==> src/logic/drf_consts.svh <==
// Constants for the delayed read forwarding block
// Function
// RULE1: Every read is delayed: capture, queue, retry
// RULE2: Initiator repeats same read until data or abort
// RULE3: Prefetch drives all byte lanes on
// RULE4: Line, multiple, prefetchable plain reads prefetch
// RULE5: Non-prefetch fetches one DWORD, then disconnects
// RULE6: I/O, config, non-prefetchable memory single DWORD
// RULE7: Upstream plain reads prefetch by control bit
// RULE8: Size 0 or 16 stops at 16 DWORDs
// RULE9: Valid line sizes stop at line boundary
// RULE10: Read multiple prefetches twice the line
// RULE11: Stop at boundary, discard leftover data
// RULE12: Start after posted writes, reuse captured request
// RULE13: Forward byte enables or drive all zero
// RULE14: Repeat on retry, none after data
// RULE15: Retry limit exhaustion raises system error
// RULE16: Read data enters queue, one per clock
// RULE17: Deliver when complete, ordered; memory reads alias
// RULE18: Disconnect on last DWORD, discard on early stop
// RULE19: Flow-through until stop, 4KB, or full
// RULE20: Flow-through prefetches to next 4KB boundary
// RULE21: Empty flow-through disconnects, timer then discards
// RULE22: Master timeout discards unclaimed completed read
// RULE23: Four queued reads, duplicates not re-queued
`ifndef DRF_CONSTS_SVH
`define DRF_CONSTS_SVH
// Register offsets
`define DRF_REG_LINE 8'h00
`define DRF_REG_CTRL 8'h04
`define DRF_REG_RETRY 8'h08
`define DRF_REG_MTO 8'h0C
`define DRF_REG_STATUS 8'h10
// Control fields
`define DRF_CTRL_SERR_EN 0
`define DRF_CTRL_UP_PREF 1
// Status fields
`define DRF_ST_EXHAUST 0
`define DRF_ST_DISCARD 1
// Reset values
`define DRF_RETRY_RESET 32'h0100_0000
`define DRF_MTO_RESET 32'h0000_8000
// Bus commands
`define DRF_CMD_IO_RD 4'h2
`define DRF_CMD_MEM_RD 4'h6
`define DRF_CMD_CFG_RD 4'hA
`define DRF_CMD_MEM_RDM 4'hC
`define DRF_CMD_MEM_RDL 4'hE
// Boundaries in DWORDs
`define DRF_DEF_LINE 11'h010
`define DRF_PAGE_DW 11'h400
`endif

==> src/logic/drf_pkg.sv <==
// Types for the delayed read forwarding block
package drf_pkg;
   // Read request as seen on the initiator bus
   typedef struct packed {
      logic [31:0] addr;
      logic [3:0] cmd;
      logic [3:0] be_n;
      logic pref_space;
      logic upstream;
   } ini_req_t;
   // Queued delayed read entry
   typedef struct packed {
      logic [31:0] addr;
      logic [3:0] cmd;
      logic [3:0] be_n;
      logic pref;
      logic [10:0] limit;
   } rd_entry_t;
   // Target side master state
   typedef enum logic [1:0] {T_IDLE = 2'b01, T_RUN = 2'b10} tgt_state_t;
   // Initiator side delivery state
   typedef enum logic [1:0] {D_IDLE = 2'b01, D_SEND = 2'b10} dlv_state_t;
endpackage : drf_pkg

==> src/logic/pci_delayed_read_forwarding.sv <==
// Delayed read queue, target-side master and completion delivery
`timescale 1ns/1ps
`include "drf_consts.svh"
module pci_delayed_read_forwarding #(
   parameter int DEPTH = 32,
   parameter int QDEPTH = 4,
   parameter logic [31:0] MTO_DEFAULT = `DRF_MTO_RESET
) (
   input wire logic clock,
   input wire logic sys_rst,
   input wire logic [7:0] reg_addr,
   input wire logic [31:0] reg_wdata,
   input wire logic reg_wr,
   input wire logic reg_rd,
   output logic [31:0] reg_rdata,
   input wire logic ini_req,
   input wire drf_pkg::ini_req_t ini_info,
   input wire logic ini_rdy,
   input wire logic ini_posted_pending,
   output logic ini_retry,
   output logic ini_dvalid,
   output logic [31:0] ini_data,
   output logic ini_last,
   output logic ini_abort,
   input wire logic tgt_posted_pending,
   input wire logic tgt_dvalid,
   input wire logic [31:0] tgt_data,
   input wire logic tgt_end,
   input wire logic tgt_retry,
   input wire logic tgt_abort,
   output logic tgt_start,
   output logic [31:0] tgt_addr,
   output logic [3:0] tgt_cmd,
   output logic [3:0] tgt_be_n,
   output logic tgt_stop,
   output logic primary_system_error_out
);
   localparam int BW = $clog2(DEPTH);
   localparam int QW = $clog2(QDEPTH);

   // Refuse sizes the pointers cannot serve; one queue slot leaves no index bit
   if (DEPTH < 32 || (1 << BW) != DEPTH || QDEPTH < 2 || (1 << QW) != QDEPTH || QDEPTH > 8) begin : g_bad_size
      $error("unsupported buffer or queue depth");
   end

   ////////////////////////////////////////////////////////////////////////
   // Declarations
   logic [7:0] cache_line_size_r; // Line size in DWORDs
   logic [1:0] ctrl_r; // System error enable, upstream prefetch
   logic [31:0] retry_lim_r; // Attempts allowed on the target bus
   logic [31:0] mto_lim_r; // Master timeout in cycles
   logic [1:0] status_r; // Sticky exhaust and discard flags
   drf_pkg::rd_entry_t q_r [QDEPTH]; // Delayed read queue
   logic [QW-1:0] q_head_r; // Oldest entry
   logic [QW-1:0] q_tail_r; // Next free slot
   logic [QW:0] q_cnt_r; // Entries held
   logic [31:0] buf_r [DEPTH]; // Read data queue
   logic [BW-1:0] buf_wp_r; // Write index
   logic [BW-1:0] buf_rp_r; // Read index
   logic [BW:0] buf_cnt_r; // DWORDs held
   drf_pkg::tgt_state_t t_state_r; // Target side state
   logic [10:0] t_limit_r; // DWORDs to fetch
   logic [10:0] t_recv_r; // DWORDs fetched
   logic [31:0] t_tries_r; // Attempts made
   logic head_done_r; // Head read finished on target bus
   logic head_err_r; // Head read ended in error
   logic ft_active_r; // Flow-through running
   drf_pkg::dlv_state_t d_state_r; // Delivery state
   logic ft_stalled_r; // Flow-through disconnected for lack of data
   logic [31:0] mto_cnt_r; // Master timeout count
   drf_pkg::rd_entry_t head; // Head entry
   drf_pkg::rd_entry_t new_ent; // Entry built from the request
   logic any_match; // Request already queued
   logic head_match; // Request repeats the head
   logic ft_ok; // Flow-through may begin
   logic dlv_start; // Begin data delivery
   logic dlv_abort; // Report error completion
   logic enq; // Queue a new request
   logic q_pop; // Retire the head
   logic buf_push; // Store a target DWORD
   logic buf_pop; // Hand a DWORD to the initiator
   logic buf_flush; // Drop all buffered data
   logic t_kill; // End target read at once
   logic dlv_term; // Initiator quit early
   logic dlv_empty; // Buffer empties with this pop
   logic mto_run; // Timeout counting
   logic mto_exp; // Timeout expired
   logic exhaust; // Retry attempts used up
   logic [10:0] line_dw; // Effective line size
   logic [10:0] span_sz; // Boundary block size

   ////////////////////////////////////////////////////////////////////////
   // Helpers
   // DWORDs from an address to the next aligned block
   function automatic logic [10:0] span_to(input logic [9:0] dw, input logic [10:0] sz);
      logic [9:0] msk;
      msk = sz[9:0] - 10'h001;
      span_to = sz - {1'b0, dw & msk};
   endfunction : span_to

   // Memory read commands alias each other
   function automatic logic is_mem(input logic [3:0] c);
      is_mem = (c == `DRF_CMD_MEM_RD) || (c == `DRF_CMD_MEM_RDL) || (c == `DRF_CMD_MEM_RDM);
   endfunction : is_mem

   function automatic logic cmd_eq(input logic [3:0] a, input logic [3:0] b);
      cmd_eq = (a == b) || (is_mem(a) && is_mem(b));
   endfunction : cmd_eq

   ////////////////////////////////////////////////////////////////////////
   // Request decode
   assign head = q_r[q_head_r];

   // Entry for a new request: prefetch choice and boundary
   always_comb begin
      new_ent.addr = ini_info.addr;
      new_ent.cmd = ini_info.cmd;
      new_ent.be_n = ini_info.be_n;
      // Line and multiple always prefetch; plain reads by space or control
      new_ent.pref = (ini_info.cmd == `DRF_CMD_MEM_RDL) || (ini_info.cmd == `DRF_CMD_MEM_RDM) ||
         ((ini_info.cmd == `DRF_CMD_MEM_RD) &&
         (ini_info.pref_space || (ini_info.upstream && ctrl_r[`DRF_CTRL_UP_PREF]))); // [RULE4] [RULE6] [RULE7]
      // Valid line sizes set the block, else 16 DWORDs
      if (cache_line_size_r == 8'h01 || cache_line_size_r == 8'h02 || cache_line_size_r == 8'h04 ||
         cache_line_size_r == 8'h08 || cache_line_size_r == 8'h10) begin
         line_dw = {3'h0, cache_line_size_r}; // [RULE9]
      end else begin
         line_dw = `DRF_DEF_LINE; // [RULE8]
      end
      // Read multiple doubles the block
      span_sz = (ini_info.cmd == `DRF_CMD_MEM_RDM) ? {line_dw[9:0], 1'b0} : line_dw; // [RULE10]
      // Non-prefetch reads take one DWORD
      new_ent.limit = new_ent.pref ? span_to(ini_info.addr[11:2], span_sz) : 11'h001; // [RULE5] [RULE6]
   end

   // Look for the request among queued entries
   always_comb begin
      any_match = 1'b0;
      for (int i = 0; i < QDEPTH; i++) begin
         if ((QW + 1)'(i) < q_cnt_r) begin
            if (q_r[(q_head_r + QW'(i)) % QDEPTH].addr == ini_info.addr &&
               cmd_eq(q_r[(q_head_r + QW'(i)) % QDEPTH].cmd, ini_info.cmd)) begin
               any_match = 1'b1;
            end
         end
      end
   end

   // Completion or flow-through decision for a repeat
   assign head_match = (q_cnt_r != '0) && (head.addr == ini_info.addr) && cmd_eq(head.cmd, ini_info.cmd); // [RULE17]
   assign ft_ok = (t_state_r == drf_pkg::T_RUN) && head.pref && (t_recv_r < t_limit_r); // [RULE19]
   assign dlv_start = ini_req && head_match && !ini_posted_pending && (d_state_r == drf_pkg::D_IDLE) &&
      (buf_cnt_r != '0) && (head_done_r || ft_ok) && !mto_exp; // [RULE17] [RULE19]
   assign dlv_abort = ini_req && head_match && !ini_posted_pending && (d_state_r == drf_pkg::D_IDLE) &&
      head_done_r && (head_err_r || buf_cnt_r == '0) && !mto_exp;
   // Unmatched request with room is queued, duplicates are not
   assign enq = ini_req && !any_match && (q_cnt_r != (QW + 1)'(QDEPTH)); // [RULE1] [RULE23]

   ////////////////////////////////////////////////////////////////////////
   // Delivery events
   assign dlv_term = (d_state_r == drf_pkg::D_SEND) && !ini_rdy;
   assign buf_pop = (d_state_r == drf_pkg::D_SEND) && ini_rdy && (buf_cnt_r != '0);
   assign dlv_empty = buf_pop && (buf_cnt_r == (BW + 1)'(1)) && !buf_push;
   // Master timeout runs while a finished or stalled read waits
   assign mto_run = (q_cnt_r != '0) && (d_state_r == drf_pkg::D_IDLE) && (head_done_r || ft_stalled_r); // [RULE22]
   assign mto_exp = mto_run && (mto_cnt_r + 32'h1 >= mto_lim_r); // [RULE21] [RULE22]
   // Head retires on completion, early stop, timeout or error report
   assign q_pop = (dlv_empty && head_done_r) || dlv_term || mto_exp || dlv_abort;
   assign buf_flush = dlv_term || mto_exp || dlv_abort; // [RULE18] [RULE21]
   assign t_kill = (t_state_r == drf_pkg::T_RUN) && (dlv_term || mto_exp); // [RULE20]

   ////////////////////////////////////////////////////////////////////////
   // Register writes and status
   always_ff @(posedge clock) begin
      if (sys_rst) begin
         cache_line_size_r <= 8'h00;
         ctrl_r <= 2'h0;
         retry_lim_r <= `DRF_RETRY_RESET;
         mto_lim_r <= MTO_DEFAULT;
      end else if (reg_wr) begin
         // Configuration writes
         if (reg_addr == `DRF_REG_LINE) begin
            cache_line_size_r <= reg_wdata[7:0];
         end
         if (reg_addr == `DRF_REG_CTRL) begin
            ctrl_r <= reg_wdata[1:0];
         end
         if (reg_addr == `DRF_REG_RETRY) begin
            retry_lim_r <= reg_wdata; // [RULE15]
         end
         if (reg_addr == `DRF_REG_MTO) begin
            mto_lim_r <= reg_wdata; // [RULE22]
         end
      end
   end

   // Sticky flags, write one to clear, set wins
   always_ff @(posedge clock) begin
      if (sys_rst) begin
         status_r <= 2'h0;
      end else begin
         status_r[`DRF_ST_EXHAUST] <= exhaust || (status_r[`DRF_ST_EXHAUST] &&
            !(reg_wr && reg_addr == `DRF_REG_STATUS && reg_wdata[`DRF_ST_EXHAUST])); // [RULE15]
         status_r[`DRF_ST_DISCARD] <= mto_exp || (status_r[`DRF_ST_DISCARD] &&
            !(reg_wr && reg_addr == `DRF_REG_STATUS && reg_wdata[`DRF_ST_DISCARD])); // [RULE22]
      end
   end

   // System error pin follows flags when enabled
   always_ff @(posedge clock) begin
      if (sys_rst) begin
         primary_system_error_out <= 1'b0;
      end else begin
         primary_system_error_out <= ctrl_r[`DRF_CTRL_SERR_EN] && (exhaust || mto_exp || (|status_r)); // [RULE15]
      end
   end

   // Read data, one cycle after the strobe
   always_ff @(posedge clock) begin
      if (sys_rst) begin
         reg_rdata <= 32'h0000_0000;
      end else if (reg_rd) begin
         unique case (reg_addr)
            `DRF_REG_LINE: reg_rdata <= {24'h000000, cache_line_size_r};
            `DRF_REG_CTRL: reg_rdata <= {30'h0, ctrl_r};
            `DRF_REG_RETRY: reg_rdata <= retry_lim_r;
            `DRF_REG_MTO: reg_rdata <= mto_lim_r;
            `DRF_REG_STATUS: reg_rdata <= {16'h0000, 4'(q_cnt_r), 6'h00, ft_active_r,
               t_state_r == drf_pkg::T_RUN, 2'h0, status_r};
            default: reg_rdata <= 32'h0000_0000; // Unmapped reads zero
         endcase
      end else begin
         reg_rdata <= 32'h0000_0000;
      end
   end

   ////////////////////////////////////////////////////////////////////////
   // Delayed read queue
   always_ff @(posedge clock) begin
      if (sys_rst) begin
         q_head_r <= '0;
         q_tail_r <= '0;
         q_cnt_r <= '0;
      end else begin
         // Capture address, command and first byte enables
         if (enq) begin
            q_r[q_tail_r] <= new_ent; // [RULE1]
            q_tail_r <= q_tail_r + QW'(1);
         end
         if (q_pop) begin
            q_head_r <= q_head_r + QW'(1);
         end
         q_cnt_r <= q_cnt_r + (QW + 1)'(enq) - (QW + 1)'(q_pop);
      end
   end

   ////////////////////////////////////////////////////////////////////////
   // Read data queue
   always_ff @(posedge clock) begin
      if (sys_rst || buf_flush) begin
         buf_wp_r <= '0; // Leftover data dropped
         buf_rp_r <= '0;
         buf_cnt_r <= '0;
      end else begin
         // One DWORD per clock from the target
         if (buf_push) begin
            buf_r[buf_wp_r] <= tgt_data; // [RULE16]
            buf_wp_r <= buf_wp_r + BW'(1);
         end
         if (buf_pop) begin
            buf_rp_r <= buf_rp_r + BW'(1);
         end
         buf_cnt_r <= buf_cnt_r + (BW + 1)'(buf_push) - (BW + 1)'(buf_pop);
      end
   end

   ////////////////////////////////////////////////////////////////////////
   // Target side master
   // Accept data only up to the boundary and while there is room
   assign buf_push = (t_state_r == drf_pkg::T_RUN) && !t_kill && tgt_dvalid && (t_recv_r < t_limit_r) &&
      (buf_cnt_r != (BW + 1)'(DEPTH)); // [RULE11] [RULE16]
   assign exhaust = (t_state_r == drf_pkg::T_RUN) && !t_kill && tgt_retry && (t_recv_r == 11'h000) &&
      ((33'(t_tries_r) + 33'h1) >= 33'(retry_lim_r)); // [RULE15]

   always_ff @(posedge clock) begin
      if (sys_rst) begin
         t_state_r <= drf_pkg::T_IDLE;
         t_limit_r <= 11'h000;
         t_recv_r <= 11'h000;
         t_tries_r <= 32'h0;
         head_done_r <= 1'b0;
         head_err_r <= 1'b0;
         ft_active_r <= 1'b0;
         tgt_start <= 1'b0;
         tgt_stop <= 1'b0;
         tgt_addr <= 32'h0;
         tgt_cmd <= 4'h0;
         tgt_be_n <= 4'hF;
      end else begin
         tgt_start <= 1'b0;
         tgt_stop <= 1'b0;
         if (q_pop) begin
            head_done_r <= 1'b0;
            head_err_r <= 1'b0;
            t_tries_r <= 32'h0;
         end
         unique case (t_state_r)
            drf_pkg::T_IDLE: begin
               // Start only after posted writes, with captured request
               if (q_cnt_r != '0 && !head_done_r && !q_pop && !tgt_posted_pending) begin
                  tgt_start <= 1'b1; // [RULE12] [RULE14]
                  tgt_addr <= head.addr; // [RULE12]
                  tgt_cmd <= head.cmd;
                  tgt_be_n <= head.pref ? 4'h0 : head.be_n; // [RULE3] [RULE13]
                  t_limit_r <= head.limit;
                  t_recv_r <= 11'h000;
                  t_state_r <= drf_pkg::T_RUN;
               end
            end
            drf_pkg::T_RUN: begin
               if (t_kill) begin
                  // Initiator left or timer expired
                  tgt_stop <= 1'b1; // [RULE20] [RULE21]
                  ft_active_r <= 1'b0;
                  t_state_r <= drf_pkg::T_IDLE;
               end else begin
                  if (buf_push) begin
                     t_recv_r <= t_recv_r + 11'h001;
                  end
                  // Flow-through widens the limit to the 4KB page
                  if (dlv_start && ft_ok) begin
                     ft_active_r <= 1'b1;
                     t_limit_r <= span_to(head.addr[11:2], `DRF_PAGE_DW); // [RULE19] [RULE20]
                  end
                  if (tgt_abort) begin
                     head_done_r <= 1'b1; // Error completion
                     head_err_r <= 1'b1;
                     ft_active_r <= 1'b0;
                     t_state_r <= drf_pkg::T_IDLE;
                  end else if (buf_push && ((t_recv_r + 11'h001 == t_limit_r && !(dlv_start && ft_ok)) ||
                     (ft_active_r && buf_cnt_r == (BW + 1)'(DEPTH - 1) && !buf_pop))) begin
                     // Boundary or full buffer ends the fetch
                     tgt_stop <= 1'b1; // [RULE11] [RULE19]
                     head_done_r <= 1'b1;
                     ft_active_r <= 1'b0;
                     t_state_r <= drf_pkg::T_IDLE;
                  end else if (tgt_end && (t_recv_r != 11'h000 || buf_push)) begin
                     // No further attempts once data came
                     head_done_r <= 1'b1; // [RULE14]
                     ft_active_r <= 1'b0;
                     t_state_r <= drf_pkg::T_IDLE;
                  end else if (tgt_retry && t_recv_r == 11'h000) begin
                     // Retry: try again or give up
                     t_tries_r <= t_tries_r + 32'h1; // [RULE14]
                     head_done_r <= exhaust; // [RULE15]
                     head_err_r <= exhaust;
                     t_state_r <= drf_pkg::T_IDLE;
                  end
               end
            end
         endcase
      end
   end

   ////////////////////////////////////////////////////////////////////////
   // Initiator side delivery
   always_ff @(posedge clock) begin
      if (sys_rst) begin
         d_state_r <= drf_pkg::D_IDLE;
         ft_stalled_r <= 1'b0;
         ini_retry <= 1'b0;
         ini_dvalid <= 1'b0;
         ini_data <= 32'h0;
         ini_last <= 1'b0;
         ini_abort <= 1'b0;
      end else begin
         // New or premature requests are retried
         ini_retry <= ini_req && !dlv_start && !dlv_abort; // [RULE1] [RULE2]
         ini_abort <= dlv_abort;
         ini_dvalid <= buf_pop;
         ini_last <= dlv_empty; // [RULE18] [RULE21]
         ini_data <= buf_pop ? buf_r[buf_rp_r] : 32'h0;
         if (q_pop) begin
            ft_stalled_r <= 1'b0;
         end
         unique case (d_state_r)
            drf_pkg::D_IDLE: begin
               if (dlv_start) begin
                  d_state_r <= drf_pkg::D_SEND;
                  ft_stalled_r <= 1'b0;
               end
            end
            drf_pkg::D_SEND: begin
               if (dlv_term) begin
                  d_state_r <= drf_pkg::D_IDLE; // [RULE18]
               end else if (dlv_empty) begin
                  // Disconnect with data; stall if fetch still runs
                  d_state_r <= drf_pkg::D_IDLE; // [RULE21]
                  ft_stalled_r <= !head_done_r;
               end
            end
         endcase
      end
   end

   // Master timeout counter
   always_ff @(posedge clock) begin
      if (sys_rst || !mto_run || mto_exp) begin
         mto_cnt_r <= 32'h0;
      end else begin
         mto_cnt_r <= mto_cnt_r + 32'h1; // [RULE22]
      end
   end

   ////////////////////////////////////////////////////////////////////////
   // Checks
   a_retry_new_read: assert property (@(posedge clock) disable iff (sys_rst)
      ini_req && !head_match |=> ini_retry && !ini_dvalid) else $error("new read not retried"); // [RULE1]
   a_pref_lanes_on: assert property (@(posedge clock) disable iff (sys_rst)
      tgt_start && $past(head.pref) |-> tgt_be_n == 4'h0) else $error("prefetch byte enables"); // [RULE13]
   a_nonpref_one_dw: assert property (@(posedge clock) disable iff (sys_rst)
      tgt_start && !$past(head.pref) |-> t_limit_r == 11'h001 && tgt_be_n == $past(head.be_n))
      else $error("non-prefetch read not single"); // [RULE5]
   a_posted_first: assert property (@(posedge clock) disable iff (sys_rst)
      tgt_start |-> !$past(tgt_posted_pending)) else $error("read passed posted writes"); // [RULE12]
   a_one_dw_clock: assert property (@(posedge clock) disable iff (sys_rst)
      buf_push && !buf_flush |=> buf_wp_r == $past(buf_wp_r) + BW'(1)) else $error("data not taken"); // [RULE16]
   a_last_ends: assert property (@(posedge clock) disable iff (sys_rst)
      ini_last |-> ini_dvalid ##1 !ini_dvalid) else $error("data after disconnect"); // [RULE18]
   a_boundary_stop: assert property (@(posedge clock) disable iff (sys_rst)
      t_state_r == drf_pkg::T_RUN |-> t_recv_r <= t_limit_r) else $error("fetched past boundary"); // [RULE11]
   a_queue_bound: assert property (@(posedge clock) disable iff (sys_rst)
      ini_req && any_match |=> q_cnt_r <= $past(q_cnt_r) && q_cnt_r <= (QW + 1)'(QDEPTH))
      else $error("duplicate queued"); // [RULE23]
   a_serr_raise: assert property (@(posedge clock) disable iff (sys_rst)
      exhaust && ctrl_r[`DRF_CTRL_SERR_EN] |=> primary_system_error_out && status_r[`DRF_ST_EXHAUST])
      else $error("exhaustion not reported"); // [RULE15]
   a_timeout_drop: assert property (@(posedge clock) disable iff (sys_rst)
      mto_exp |=> buf_cnt_r == '0 && status_r[`DRF_ST_DISCARD]) else $error("timeout kept data"); // [RULE22]

endmodule : pci_delayed_read_forwarding

==> config.mk <==
export PLATFORM = sky130hd
export DESIGN_NAME = pci_delayed_read_forwarding
export DESIGN_NICKNAME = d
export VERILOG_FILES = /design/src/logic/drf_pkg.sv /design/src/logic/pci_delayed_read_forwarding.sv
export VERILOG_INCLUDE_DIRS = /design/src /design/src/logic
export SDC_FILE = /design/constraint.sdc
export NUM_CORES = 2
export LEC_CHECK = 0
export ABC_AREA = 0
export CAP_MARGIN = 15
export CORE_MARGIN = 2
export CORE_UTILIZATION = 39
export DETAILED_ROUTE_END_ITERATION = 7
export DONT_BUFFER_PORTS = 1
export HOLD_SLACK_MARGIN = 0.08
export PLACE_DENSITY = 0.6
export SETUP_SLACK_MARGIN = 0.5
export SLEW_MARGIN = 20
export SYNTH_ARGS = -nofsm -noshare
export SYNTH_HDL_FRONTEND = slang
export SYNTH_SLANG_ARGS = --single-unit
==> constraint.sdc <==
create_clock -name clock -period 6.58 [get_ports clock]
set_input_delay 0.658 -clock clock [delete_from_list [all_inputs] [get_ports clock]]
set_output_delay 0.658 -clock clock [all_outputs]
set_load 0.05 [all_outputs]
==> results.yml <==
critical_path:
  reg2reg_setup_slack_ns: 0.97
  cp-end-kind: "flip-flop"
  critPathKind: "reg -> reg"
  crit_required_ns: 7.22
  cp.arrival_ns: 6.25
  critPathLaunchType: "flip-flop"
  worst-path-max-fanout: 7
cts:
  clock-sinks: 1538
  cts_tree: "built"
  cts_root_buffer: "clkbuf_16"
  clock_path_buffers: 3
  h-tree-depth: 4
  clkTransAtPathRegs_ns: 0.06
  clkLatencyLatePin_ns: 0.83
  numCtsBuffers: 163
floorplanning:
  fp-row-count: 151
  core-area_um2: 169000
  start_util_pct: 39.3
  die_x_um: 417
  fp.dieArea_um2: 174000
  fp.dieH_um: 417
  pin_count: 237
synth:
  seq_area_frac_synth_pct: 64.9
  syn_area_per_cell_um2: 16.1
  synthDistinctLibCells: 83
  netlist_instances: 4128
  synth_top_area_cell: "edfxtp_1"
  ys_seq_elements: 1538
  synth_ff_type: "edfxtp_1"
  async_flop_share_pct: 0
  ys_warn_count: 0
  synthesis.area_um2: 66500
  synth_area_leaders: "edfxtp_1, mux4_2, dfxtp_1"
  synth_edf_count: 1232
  synth_top_area_share_pct: 55.7
sta:
  finalCriticalPeriod_ns: 5.61
  grt_setup_unrepaired: "false"
  maxSlewViolCount: 0
  finalHoldViolations: 0
  hold_slack_ns: 0.130
  finalSetupViolations: 0
  worstMarginPinSlew_ns: 1.09
  max_slew_margin_pct: 27.5
  timing.final.crit_share_pct: 85.2
  final.setup.tns_ns: 0
  skew_ns: 0.0793
  fmax_mhz: 178
place:
  gp_congestion: 0.838
  hpwl_mm: 105
  dp_cells: 6208
  port_buffers: 0
global_route:
  grt_max_degree: 172
  grt_usage_pct: 19.5
  antenna_found_initial: 6
  overflow: 0
  grt_pass1_vias: 37600
  grt_first_pass_wirelength_mm: 254
route:
  drc: 0
  wl_mm: 170
  drtIter0Drc: 3946
  viasPerCell: 5.64
  vias: 37500
  postRouteAntennaNets: 0
  wl_per_cell_um: 25.6
  dr.pass1.iters: 8
flow_run:
  cap_violations: 0
layout:
  area_growth_pct: 15.2
  final_cells: 6645
  final_layout_size_suffix_gt1_share_pct: 20.9
  layout_commonest_cell: "edfxtp_1"
  final_cell_mix: "edfxtp_1, mux4_2, nand2_1, dfxtp_1, nor2_1"
  final_core_util_pct: 45.3
  layout.nets: 4527
power:
  p_leak_uw: 0.0238
  power_per_cell_area_nw_per_um2: 279
  power_uw: 21400
  irDropWorstVdd_v: 0.000309
worst_hold_path:
  hold_class: "in -> reg"
outcome:
  status: "finished, final reports clean"
==> through the flow <==
stage,worst slack [ns],cell area (µm²)
finish,0.972,76600
global route,0.567,76600
CTS,0.598,76600
detailed placement,0.559,69700
global placement,0.655,69700
floorplan,0.702,66500
==> Yosys cell counts, types with 7 or more instances <==
library cell and count:
o21ai_0 48, and4_1 8, nor3b_1 15, o21a_1 8, nand2b_1 34, mux4_2 465, nand3_1 67, nor2b_1 40
ha_1 108, nand3b_1 12, clkbuf_1 167, inv_1 127, dfxtp_1 306, and2_1 15, a31oi_1 10, buf_2 26
a211oi_1 43, a211o_1 7, xnor2_1 162, buf_1 41, a21o_1 36, nor3_1 35, nand4_1 54, xor2_1 60
nor4_1 17, or2_2 14, a21oi_1 169, nand2_1 307, o211ai_1 8, edfxtp_1 1232, a22oi_1 30, nor2_1 216
mux2i_1 82, or3_1 29, and3_1 18
==> path summary, 6_finish.rpt <==
check | cells after the start | start | to
min reg2reg | 2 | retry_lim_r[7] | retry_lim_r[7]
min | 1 | ini_req | ini_retry
max reg2reg | 25 | mto_cnt_r[2] | buf_cnt_r[4]
max | 25 | mto_cnt_r[2] | buf_cnt_r[4]
==> state kept, by name, summed over array words and instances (netlist names), 8 cells and up, named ones only <==
register / count
tgt_addr: 32
mto_lim_r: 32
q_r: 208
mto_cnt_r: 32
t_limit_r: 11
buf_r: 1024
reg_rdata: 32
cache_line_size_r: 8
retry_lim_r: 32
t_tries_r: 32
ini_data: 32
t_recv_r: 11
==> report_power, final <==
group	internal, µW	switching [µW]	total (µW)	leakage (µW)
Combinational	510	823	1330	0.00770
Sequential	10700	277	11000	0.0136
Clock	5130	3980	9100	0.00256
==> repair_timing <==
item / in CTS / in global routing
endpoints found under the setup margin: 2 / 730
pin swaps: 1 / 6
cloned: 0 / 0
setup buffers: 1 / 9
gates resized for setup: 0 / 8
endpoints found under the hold margin: 1363 / 0
hold buffers: 126 / 0
==> kinds of logic after synthesis <==
family	Yosys count	share of synthesized area, %
flip-flops	1538	64.9
buffers and inverters	366	2.20
XOR/XNOR	222	2.92
AO/OA/AOI/OAI	431	4.19
adder cells (fa/ha/maj)	110	2.09
multiplexers	552	17.1
AND/OR/NAND/NOR	907	6.58
other	2	0.0113
==> layer usage <==
metal / share of wire (%) / GRT usage (%) / wire length [µm] / up-vias
met5: 0 / 0 / 0 / -
met3: 5.6 / 3.12 / 9480 / 213
met1: 43 / 26.7 / 72300 / 19600
met4: 2.1 / 4.92 / 3580 / 0
li1: - / - / - / 16500
met2: 50 / 32.4 / 84500 / 1148
==> cell type report <==
class / count / area (µm²)
fill: 14600 / 92700
sequential: 1538 / 43200
multi-input combinational: 2225 / 22200
clock buffer: 198 / 4240
tap: 2218 / 2780
timing repair buffer: 236 / 2720
clock inverter: 101 / 1070
inverter: 127 / 477
antenna: 2 / 5.00
==> critical path, cell delays in order (launching register included) <==
cell and delay (ns):
dfxtp_1 0.39, nand3_1 0.13, nor2_2 0.17, nand3_1 0.15
or3_4 0.44, or3_1 0.47, or3_1 0.40, xnor2_1 0.16
ha_1 0.33, nand4_1 0.13, nor3_2 0.30, nand4b_1 0.30
o211ai_1 0.39, nor2_1 0.11, inv_1 0.19, ha_1 0.26
inv_1 0.06, ha_1 0.16, inv_1 0.06, fa_1 0.39
inv_1 0.07, a21oi_1 0.06, nor2_1 0.09, nor2_1 0.06
xor2_1 0.13, nor2_1 0.05
Note: power is estimated with default switching activity, not from simulation.
